$ cat src/dpg_pkg.sv
// Constants shared by the two-port GPIO block
package dpg_pkg;
  // Register indices; byte address is four times the index
  localparam logic [7:0]  IDX_PA_IN   = 8'hD0;  // Port A input value
  localparam logic [7:0]  IDX_PA_OUT  = 8'hD1;  // Port A output value
  localparam logic [7:0]  IDX_PA_DIR  = 8'hD2;  // Port A direction
  localparam logic [7:0]  IDX_PA_SFR  = 8'hD3;  // Port A special function
  localparam logic [7:0]  IDX_PB_IN   = 8'hD4;  // Port B input value
  localparam logic [7:0]  IDX_PB_OUT  = 8'hD5;  // Port B output value
  localparam logic [7:0]  IDX_PB_DIR  = 8'hD6;  // Port B direction
  localparam logic [7:0]  IDX_PB_SFR  = 8'hD7;  // Port B special function
  // Bus geometry
  localparam int          ADDR_W      = 12;     // Byte address width
  localparam int          DATA_W      = 32;     // Bus data width
  // Documented port widths
  localparam int          PA_BITS     = 8;      // Port A lines
  localparam int          PB_BITS     = 5;      // Port B lines
  // Port B special-function bit positions
  localparam int          PB_RECOVERY = 0;      // Stop-mode recovery input
  localparam int          PB_INT_3    = 2;      // External interrupt three
  localparam int          PB_INT_1_4  = 4;      // Shared interrupts one and four
  // Values after reset
  localparam logic [7:0]  RST_DIR     = 8'h00;  // All pins inputs
  localparam logic [7:0]  RST_SFR     = 8'h00;  // Special functions off
  localparam logic [7:0]  RST_VAL     = 8'h00;  // Value registers cleared
  // AXI response codes
  localparam logic [1:0]  RESP_OKAY   = 2'h0;   // Access done
  localparam logic [1:0]  RESP_SLVERR = 2'h2;   // Unmapped address
endpackage

$ cat src/dpg_top.sv
// Two-port GPIO block with AXI4-Lite register access
//
// Notes on behaviour
// - Direction change with functions on may raise events
// - Port A direction bit: one output, zero input
// - All pin inputs pass Schmitt-trigger buffers
// - Port A function bit selects open-drain output
// - Port B five lines, direction set per bit
// - Port B alternate inputs only when function set
// - Pin0 recovery, pin2 int three, pin4 ints one/four
// - Pin inputs pass two flip-flops before register
// - Output bits drive output register; read returns it
// - Input bit write overwritten next cycle by sample
// - Output bit input register keeps written value
//
// Local design decision: register access over AXI4-Lite.
`timescale 1ns/100ps
module dpg_top #(
  parameter int PA_W = dpg_pkg::PA_BITS,  // Port A width
  parameter int PB_W = dpg_pkg::PB_BITS   // Port B width
) (
  input  wire logic                       i_clk_sys,        // System clock
  input  wire logic                       i_rst,            // Synchronous reset
  // AXI4-Lite slave
  input  wire logic [dpg_pkg::ADDR_W-1:0] i_s_axi_awaddr,   // Write address
  input  wire logic                       i_s_axi_awvalid,  // Write address valid
  output logic                            o_s_axi_awready,  // Write address ready
  input  wire logic [dpg_pkg::DATA_W-1:0] i_s_axi_wdata,    // Write data
  input  wire logic [3:0]                 i_s_axi_wstrb,    // Byte enables
  input  wire logic                       i_s_axi_wvalid,   // Write data valid
  output logic                            o_s_axi_wready,   // Write data ready
  output logic [1:0]                      o_s_axi_bresp,    // Write response
  output logic                            o_s_axi_bvalid,   // Write response valid
  input  wire logic                       i_s_axi_bready,   // Write response ready
  input  wire logic [dpg_pkg::ADDR_W-1:0] i_s_axi_araddr,   // Read address
  input  wire logic                       i_s_axi_arvalid,  // Read address valid
  output logic                            o_s_axi_arready,  // Read address ready
  output logic [dpg_pkg::DATA_W-1:0]      o_s_axi_rdata,    // Read data
  output logic [1:0]                      o_s_axi_rresp,    // Read response
  output logic                            o_s_axi_rvalid,   // Read data valid
  input  wire logic                       i_s_axi_rready,   // Read data ready
  // Port A pins
  input  wire logic [PA_W-1:0]            i_pa_pin,         // Port A pin level
  output logic [PA_W-1:0]                 o_pa_pin,         // Port A drive value
  output logic [PA_W-1:0]                 o_pa_pin_oe,      // Port A drive enable
  // Port B pins
  input  wire logic [PB_W-1:0]            i_pb_pin,         // Port B pin level
  output logic [PB_W-1:0]                 o_pb_pin,         // Port B drive value
  output logic [PB_W-1:0]                 o_pb_pin_oe,      // Port B drive enable
  // Special-function requests, active high while pin is low
  output logic                            o_portb_pin_zero_recovery,   // Stop-mode recovery
  output logic                            o_external_interrupt_three,  // Interrupt three
  output logic                            o_external_interrupt_one_four // Interrupts one/four
);

  // Elaboration-time width check
  if (PA_W < 1 || PA_W > 8 || PB_W < dpg_pkg::PB_INT_1_4 + 1 || PB_W > 8) begin : g_bad_width
    $error("dpg_top: port widths out of range");
  end

  // Register selector from a byte address; unmapped gives 4'hF
  function automatic logic [3:0] reg_sel(input logic [dpg_pkg::ADDR_W-1:0] addr);
    logic [9:0] idx;
    idx = addr[dpg_pkg::ADDR_W-1:2];
    reg_sel = 4'hF;
    if (idx[9:3] == 7'(dpg_pkg::IDX_PA_IN >> 3)) begin
      reg_sel = {1'b0, idx[2:0]};
    end
  endfunction

  // Register file
  logic [PA_W-1:0] port_a_in;                    // Port A input value
  logic [PA_W-1:0] port_a_out;                   // Port A output value
  logic [PA_W-1:0] port_a_direction_reg;         // Port A direction
  logic [PA_W-1:0] port_a_special_function_reg;  // Port A push-pull/open-drain
  logic [PB_W-1:0] port_b_in;                    // Port B input value
  logic [PB_W-1:0] port_b_out;                   // Port B output value
  logic [PB_W-1:0] port_b_direction_reg;         // Port B direction
  logic [PB_W-1:0] port_b_special_function_reg;  // Port B alternate input enables

  // Synchroniser stages
  logic [PA_W-1:0] pa_meta;   // First stage, Port A
  logic [PA_W-1:0] pa_sync;   // Second stage, Port A
  logic [PB_W-1:0] pb_meta;   // First stage, Port B
  logic [PB_W-1:0] pb_sync;   // Second stage, Port B

  // Write channel state
  logic                       aw_held;   // Address captured
  logic [dpg_pkg::ADDR_W-1:0] aw_addr;   // Captured address
  logic                       w_held;    // Data captured
  logic [7:0]                 w_data;    // Captured low byte
  logic                       w_lane0;   // Low byte enabled
  logic                       do_write;  // Both halves present
  logic [3:0]                 wr_sel;    // Target register
  logic [3:0]                 rd_sel;    // Read target register

  // Handshake readies
  assign o_s_axi_awready = !aw_held && !o_s_axi_bvalid;
  assign o_s_axi_wready  = !w_held && !o_s_axi_bvalid;
  assign o_s_axi_arready = !o_s_axi_rvalid;
  assign do_write        = aw_held && w_held && !o_s_axi_bvalid;
  assign wr_sel          = reg_sel(aw_addr);
  assign rd_sel          = reg_sel(i_s_axi_araddr);

  // Capture write address and data in either order
  always_ff @(posedge i_clk_sys) begin
    if (i_rst) begin
      aw_held <= 1'b0;
      aw_addr <= '0;
      w_held  <= 1'b0;
      w_data  <= 8'h00;
      w_lane0 <= 1'b0;
    end else begin
      if (i_s_axi_awvalid && o_s_axi_awready) begin
        aw_held <= 1'b1;
        aw_addr <= i_s_axi_awaddr;
      end else if (do_write) begin
        aw_held <= 1'b0;
      end
      if (i_s_axi_wvalid && o_s_axi_wready) begin
        w_held  <= 1'b1;
        w_data  <= i_s_axi_wdata[7:0];
        w_lane0 <= i_s_axi_wstrb[0];
      end else if (do_write) begin
        w_held <= 1'b0;
      end
    end
  end

  // Write response, error for unmapped address
  always_ff @(posedge i_clk_sys) begin
    if (i_rst) begin
      o_s_axi_bvalid <= 1'b0;
      o_s_axi_bresp  <= dpg_pkg::RESP_OKAY;
    end else if (do_write) begin
      o_s_axi_bvalid <= 1'b1;
      o_s_axi_bresp  <= wr_sel[3] ? dpg_pkg::RESP_SLVERR : dpg_pkg::RESP_OKAY;
    end else if (i_s_axi_bready) begin
      o_s_axi_bvalid <= 1'b0;
    end
  end

  // Control and output registers, written on the edge after capture
  always_ff @(posedge i_clk_sys) begin
    if (i_rst) begin
      port_a_out                  <= PA_W'(dpg_pkg::RST_VAL);
      port_a_direction_reg        <= PA_W'(dpg_pkg::RST_DIR);
      port_a_special_function_reg <= PA_W'(dpg_pkg::RST_SFR);
      port_b_out                  <= PB_W'(dpg_pkg::RST_VAL);
      port_b_direction_reg        <= PB_W'(dpg_pkg::RST_DIR);
      port_b_special_function_reg <= PB_W'(dpg_pkg::RST_SFR);
    end else if (do_write && w_lane0) begin
      case (wr_sel)
        4'h1: port_a_out                  <= w_data[PA_W-1:0];
        4'h2: port_a_direction_reg        <= w_data[PA_W-1:0];
        4'h3: port_a_special_function_reg <= w_data[PA_W-1:0];
        4'h5: port_b_out                  <= w_data[PB_W-1:0];
        4'h6: port_b_direction_reg        <= w_data[PB_W-1:0];
        4'h7: port_b_special_function_reg <= w_data[PB_W-1:0];
        default: ;
      endcase
    end
  end

  // Two-stage synchronisers behind the Schmitt-trigger pin buffers
  always_ff @(posedge i_clk_sys) begin
    if (i_rst) begin
      // Idle high like released pins, so no false low request after reset
      pa_meta <= '1;
      pa_sync <= '1;
      pb_meta <= '1;
      pb_sync <= '1;
    end else begin
      pa_meta <= i_pa_pin;
      pa_sync <= pa_meta;
      pb_meta <= i_pb_pin;
      pb_sync <= pb_meta;
    end
  end

  // Input value registers: inputs sample, outputs keep written value
  always_ff @(posedge i_clk_sys) begin
    if (i_rst) begin
      port_a_in <= PA_W'(dpg_pkg::RST_VAL);
      port_b_in <= PB_W'(dpg_pkg::RST_VAL);
    end else begin
      for (int i = 0; i < PA_W; i++) begin
        if (do_write && w_lane0 && wr_sel == 4'h0) begin
          port_a_in[i] <= w_data[i];
        end else if (!port_a_direction_reg[i]) begin
          port_a_in[i] <= pa_sync[i];
        end
      end
      for (int i = 0; i < PB_W; i++) begin
        if (do_write && w_lane0 && wr_sel == 4'h4) begin
          port_b_in[i] <= w_data[i];
        end else if (!port_b_direction_reg[i]) begin
          port_b_in[i] <= pb_sync[i];
        end
      end
    end
  end

  // Pin drivers: open-drain drives only a low
  genvar g;
  for (g = 0; g < PA_W; g++) begin : g_pa_drv
    assign o_pa_pin[g]    = port_a_out[g];
    assign o_pa_pin_oe[g] = port_a_direction_reg[g] &&
                            (!port_a_special_function_reg[g] || !port_a_out[g]);
  end
  assign o_pb_pin    = port_b_out;
  assign o_pb_pin_oe = port_b_direction_reg;

  // Special-function requests from synchronised low levels on input pins
  always_comb begin
    o_portb_pin_zero_recovery = port_b_special_function_reg[dpg_pkg::PB_RECOVERY] &&
                                !port_b_direction_reg[dpg_pkg::PB_RECOVERY] &&
                                !pb_sync[dpg_pkg::PB_RECOVERY];
    o_external_interrupt_three = port_b_special_function_reg[dpg_pkg::PB_INT_3] &&
                                 !port_b_direction_reg[dpg_pkg::PB_INT_3] &&
                                 !pb_sync[dpg_pkg::PB_INT_3];
    o_external_interrupt_one_four = port_b_special_function_reg[dpg_pkg::PB_INT_1_4] &&
                                    !port_b_direction_reg[dpg_pkg::PB_INT_1_4] &&
                                    !pb_sync[dpg_pkg::PB_INT_1_4];
  end

  // Read channel: one read at a time, data registered
  always_ff @(posedge i_clk_sys) begin
    if (i_rst) begin
      o_s_axi_rvalid <= 1'b0;
      o_s_axi_rdata  <= '0;
      o_s_axi_rresp  <= dpg_pkg::RESP_OKAY;
    end else if (i_s_axi_arvalid && o_s_axi_arready) begin
      o_s_axi_rvalid <= 1'b1;
      o_s_axi_rresp  <= rd_sel[3] ? dpg_pkg::RESP_SLVERR : dpg_pkg::RESP_OKAY;
      case (rd_sel)
        4'h0: o_s_axi_rdata <= 32'(port_a_in);
        4'h1: o_s_axi_rdata <= 32'(port_a_out);
        4'h2: o_s_axi_rdata <= 32'(port_a_direction_reg);
        4'h3: o_s_axi_rdata <= 32'(port_a_special_function_reg);
        4'h4: o_s_axi_rdata <= 32'(port_b_in);
        4'h5: o_s_axi_rdata <= 32'(port_b_out);
        4'h6: o_s_axi_rdata <= 32'(port_b_direction_reg);
        4'h7: o_s_axi_rdata <= 32'(port_b_special_function_reg);
        default: o_s_axi_rdata <= 32'h0000_0000;
      endcase
    end else if (i_s_axi_rready) begin
      o_s_axi_rvalid <= 1'b0;
    end
  end

endmodule

$ cat config.mk
export PLATFORM = sky130hd
export DESIGN_NAME = dpg_top
export DESIGN_NICKNAME = d
export VERILOG_FILES = /design/src/dpg_pkg.sv /design/src/dpg_top.sv
export SDC_FILE = /design/constraint.sdc
export NUM_CORES = 1
export LEC_CHECK = 0
export CAP_MARGIN = 10
export CORE_UTILIZATION = 63
export DETAILED_ROUTE_END_ITERATION = 8
export DONT_BUFFER_PORTS = 1
export HOLD_SLACK_MARGIN = 0.08
export PLACE_DENSITY_LB_ADDON = 0.05
export SYNTH_ARGS = -nofsm -noshare
export SYNTH_HDL_FRONTEND = slang
export SYNTH_SLANG_ARGS = --single-unit
$ cat constraint.sdc
create_clock -name i_clk_sys -period 1.66 [get_ports i_clk_sys]
set_input_delay 0.166 -clock i_clk_sys [delete_from_list [all_inputs] [get_ports i_clk_sys]]
set_output_delay 0.166 -clock i_clk_sys [all_outputs]
set_load 0.005 [all_outputs]
Yosys cells after proc, flatten, opt, wreduce, memory -nomap -nowiden
Cells that the tools add are included.
{ "totals": {"mem_count": 0, "regBits": 139, "latch_bits": 0, "ram_bits": 0, "romBits": 0} }
{ "classes": {"n_div": 0, "shifts": 0, "bitwise": 0, "magnitude_cmp": 0, "muxes": 38, "reduce_logical": 70, "n_addsub": 0, "multipliers": 0, "eq_ne": 29} }
{ "ops": {"columns": ["operator", "n"], "rows": [
  ["$pmux 8 s8", 1],
  ["$mux 1", 33],
  ["$eq 4x3->1 const B", 8],
  ["$logic_not 1->1", 26],
  ["$ne 2x1->1 const B", 13],
  ["$logic_and 1x1->1", 24],
  ["$eq 4x2->1 const B", 4],
  ["$eq 7x5->1 const B", 2],
  ["$reduce_and 2->1", 6],
  ["$eq 4x1->1 const B", 2],
  ["$logic_not 4->1", 2],
  ["$logic_or 1x1->1", 8],
  ["$mux 4", 2],
  ["$reduce_bool 2->1", 4],
  ["$mux 2", 2]
]} }

Longest topological paths before layout
{ "depth": {"ltp_word": 5, "ltp_mapped": 6, "ltp_nobuf": 4} }

Least setup slack after synthesis
Ideal clock, no wire load.
{ "synth_path": {"path_kind": "reg-to-reg", "startpoint": "register o_s_axi_bvalid", "endpoint": "register port_a_in[0]", "path_buffers": 1, "period_less_slack_ns": 1.336, "arrival_time_ns": 1.193, "slack_ns": 0.324, "required_time_ns": 1.517, "stages_incl_launch_ff": 6, "cell_sequence": "dfxtp_1 -> and4bb_4 -> nand4_4 -> buf_6 -> nor2_1 -> a211oi_2"} }
{ "synth_between": {"elab_chain_len": 5, "word_cells_on_any_way": 6, "cone_classes": "eq/ne: 1; mux: 1; reduce/logical: 4"} }
{ "synth_rtl": {"columns": ["item", "line", "source"], "rows": [
  ["start: declaration", "dpg_top.sv:33", "output logic o_s_axi_bvalid,"],
  ["start signal: assignment", "dpg_top.sv:133", "o_s_axi_bvalid <= 1'b0;"],
  ["start signal: assignment", "dpg_top.sv:136", "o_s_axi_bvalid <= 1'b1;"],
  ["start signal: assignment", "dpg_top.sv:139", "o_s_axi_bvalid <= 1'b0;"],
  ["$logic_not 1->1 *", "dpg_top.sv:101", "assign do_write = aw_held && w_held && !o_s_axi_bvalid;"],
  ["$logic_and 1x1->1 *", "dpg_top.sv:101", null],
  ["$logic_and 1x1->1 * (2 in a row)", "dpg_top.sv:188", "if (do_write && w_lane0 && wr_sel == 4'h0) begin"],
  ["$ne 2x1->1 (no source line) or $mux 1 (tied branches)", null, null],
  ["end signal: assignment", "dpg_top.sv:184", "port_a_in <= PA_W'(dpg_pkg::RST_VAL);"],
  ["end signal: indexed assignment", "dpg_top.sv:189", "port_a_in[i] <= w_data[i];"],
  ["end signal: indexed assignment", "dpg_top.sv:191", "port_a_in[i] <= pa_sync[i];"],
  ["end: declaration", "dpg_top.sv:72", "logic [PA_W-1:0] port_a_in;"]
]} }
Every way passes the cells marked *; elsewhere a longest branch is shown, timed or not.
A chain may end at the register's enable or synchronous reset.

Final worst setup path
{ "layout_path": {"startpoint": "register aw_addr[11] (netlist bit)", "endpoint": "register port_a_in[2]"} }
{ "layout_between": {"elab_chain_len": 5, "word_cells_on_any_way": 6, "cone_classes": "eq/ne: 2; mux: 2; reduce/logical: 2"} }
{ "layout_rtl": {"columns": ["item", "line", "source"], "rows": [
  ["start: declaration", "dpg_top.sv:89", "logic [dpg_pkg::ADDR_W-1:0] aw_addr;"],
  ["start signal: assignment", "dpg_top.sv:116", "aw_addr <= i_s_axi_awaddr;"],
  ["$eq 7x5->1 *", "dpg_top.sv:66", "if (idx[9:3] == 7'(dpg_pkg::IDX_PA_IN >> 3)) begin"],
  ["$mux 4 *", "dpg_top.sv:66", null],
  ["$logic_not 4->1 *", "dpg_top.sv:188", null],
  ["$logic_and 1x1->1 *", "dpg_top.sv:188", null],
  ["$ne 2x1->1 (no source line) or $mux 1 (tied branches)", null, null]
]} }
Marked as above.

==> impl_metrics.tcl <==
set metrics [dict create \
    num_rows 31 \
    startpoint_type "flop" \
    avgSynthCellArea_um2 10.2 \
    placed_cell_area_um2 4640 \
    required_ps 1900 \
    syn_inst 463 \
    cts_sinks 111 \
    remaining_drc_errors 0 \
    grt_overflow_total 0 \
    post-cts-setup-buffers 0 \
    area_growth_pct 11.7 \
    core_area_um2 7250 \
    nets 573 \
    final_hold_viol_count 74 \
    slew_violations 0 \
    wl_um 9630 \
    r2r_end "port_a_in[2]" \
    timing.rr.start "aw_addr[11]" \
    status "complete, but fails checks" \
    hp-start "i_rst" \
    vdd_drop_max_mv 0.625 \
    grt_pass1_vias 3033 \
    ctsRootBufferMaster "clkbuf_8" \
    path_clk_slew_ps 110 \
    maxCapViolations 0 \
    hold_slack_ps -123 \
    vias 3253 \
    h-tree-depth 3 \
    powerDensity_nw_per_um2 909 \
    cts_tree "built" \
    synthArstFlopShare_pct 0 \
    antenna_cells 0 \
    stdcell_area_um2 5290 \
    seq_area_frac_synth_pct 46.9 \
    dieArea_um2 7870 \
    layout-drive-gt1-share_pct 15.5 \
    holdBufCountCts 44 \
    ys_warn_count 0 \
    wl_per_cell_um 16.1 \
    tns_ps 0 \
    io_buffers 0 \
    crit_arrival_ps 1770 \
    ioPinCount 150 \
    min_period_ps 1530 \
    hold_class "primary input to flop" \
    largest_register_ff_count 10 \
    gp_congestion 0.783 \
    end_kind "flop" \
    via_per_inst 5.45 \
    grt_pass1_wl_um 15100 \
    fmax_mhz 655 \
    setup_viol 0 \
    worstSkewPairLatency_ps 360 \
    reg2reg_depth 5 \
    drtAntennaViolNets 0 \
    fin_crit_sh_pct 91.9 \
    die_height_um 88.7 \
    initial_core_util_pct 65.3 \
    grt_usage_pct 25.5 \
    synth_cell_type_count 38 \
    crit_fanout 16 \
    dp_hpwl_um 6170 \
    clk_path_buf_depth 2 \
    drt_first_iter_violations 123 \
    die_w_um 88.7 \
    rsz0062_at_grt "no" \
    crit_type "flop to flop" \
    syn-cell-area_um2 4740 \
    numCtsBuffers 9 \
    grt_max_degree 106 \
    max_flop_register "aw_addr" \
    synth.ff_latch_count 111 \
    antenna_found_initial 0 \
    synth_edf_count 0 \
    whs_endpoint "o_pb_pin[0]" \
    hold_depth 1 \
    violations "hold timing" \
    dr.pass1.iters 5 \
    skew_ps 10.7 \
    leakage_nw 2.30 \
    rrSetupSlack_ps 130 \
    ys.flop_type "dfxtp_1" \
]
synthesized netlist by cell type (3+ instances only):
master	number	share of area [%]
nor3b_1	6	0.95
nand3b_1	4	0.63
o21ai_0	8	0.85
a22o_1	3	0.55
or2_2	26	3.4
mux4_2	11	5.2
a211oi_1	7	1.1
a21oi_1	25	2.6
buf_4	27	4.3
buf_6	4	0.95
a21boi_0	8	1.3
inv_1	3	0.24
buf_2	6	0.63
clkbuf_1	16	1.3
nand4_4	4	1.8
a211oi_2	8	2.1
dfxtp_1	111	47
nand4_2	4	1.1
nand2_1	46	3.6
mux2i_1	56	12
nor2_1	59	4.7
area by class of cell:
type | count | area (µm²)
Multi-Input combinational cell | 320 | 2260
Sequential cell | 111 | 2220
Fill cell | 538 | 1960
Timing Repair Buffer | 48 | 470
Clock buffer | 9 | 124
Tap cell | 99 | 124
Clock inverter | 7 | 80.1
Inverter | 3 | 11.3
cell usage in the layout, fill, tap and decap left out, types with 2 or more instances in the layout:
master           n
a211oi_1         7
a211oi_2         8
a21boi_0         8
a21oi_1         25
a22o_1           3
and2_1           2
and3b_1          2
buf_4            4
clkbuf_8         9
conb_1          26
dfxtp_1        111
dlygate4sd3_1   44
inv_1            3
inv_6            2
mux2i_1         56
mux4_2          11
nand2_1         46
nand3b_1         4
nand4_2          4
nand4_4          4
nand4bb_1        2
nor2_1          59
nor2b_1          2
nor3b_1          5
o21ai_0          8
or2_2           26
report_power, final:
part	leakage [nW]	switching [mW]	total [mW]	internal [mW]
Sequential	0.909	0.0759	2.83	2.75
Clock	0.102	0.932	1.65	0.720
Combinational	1.29	0.140	0.324	0.184
Total	2.30	1.15	4.81	3.66
how the worst max path moves through the flow:
stage | start | to | slack [ps] | cells after the start
final | aw_addr[11] | port_a_in[2] | 130 | 5
after global routing | aw_addr[11] | port_a_in[6] | 20 | 5
after floorplan | o_s_axi_bvalid | port_a_in[0] | 320 | 5
after global placement | aw_held | o_pb_pin_oe[4] | 150 | 4
after detailed placement | aw_held | port_b_special_function_reg[2] | 130 | 4
after CTS | aw_held | port_b_special_function_reg[2] | 110 | 4
metrics by stage:
stage | std cells | total power, mW | hold slack [ps] | utilization (%) | setup slack [ps]
2_1_floorplan | 488 | 3.18 | 265 | - | 324
3_3_place_gp | 537 | 3.12 | 243 | 64.0 | 149
3_5_place_dp | 537 | 3.13 | 246 | 64.0 | 127
4_1_cts | 597 | 4.81 | -142 | 72.9 | 107
5_1_grt | 597 | 4.99 | -160 | 72.9 | 24.6
6_report | 597 | 4.81 | -123 | 72.9 | 134
cell families (layout without fill, tap and decap cells):
family          after synthesis  in the layout  share of synthesized area [%]
other cells                   1             26                         0.0792
mux                          67             67                           17.1
flops                       111            111                           46.9
buf+inv                      57             67                           7.53
compound gates               62             62                           9.09
simple gates                165            165                           19.3
repair_timing:
action / 4_1_cts / 5_1_grt
endpoints found under the hold margin: 108 / 74
setup endpoints to repair: 0 / 1
gates resized for setup: 0 / 1
metal layers:
layer | vias to the layer above | wire length [µm] | track usage (%)
met2 | 97 | 4780 | 44.1
met5 | - | 0 | 0
met1 | 1550 | 4160 | 32.7
li1 | 1600 | - | -
met4 | 0 | 66 | 6.60
met3 | 6 | 621 | 5.22
critical path, stage by stage, from the launching register on:
cell      delay [ps]
dfxtp_1          330
and4bb_1         260
buf_4            220
nand4_4          310
nor2_1           230
a211oi_2          60
Power figures use the tool's default switching activity.
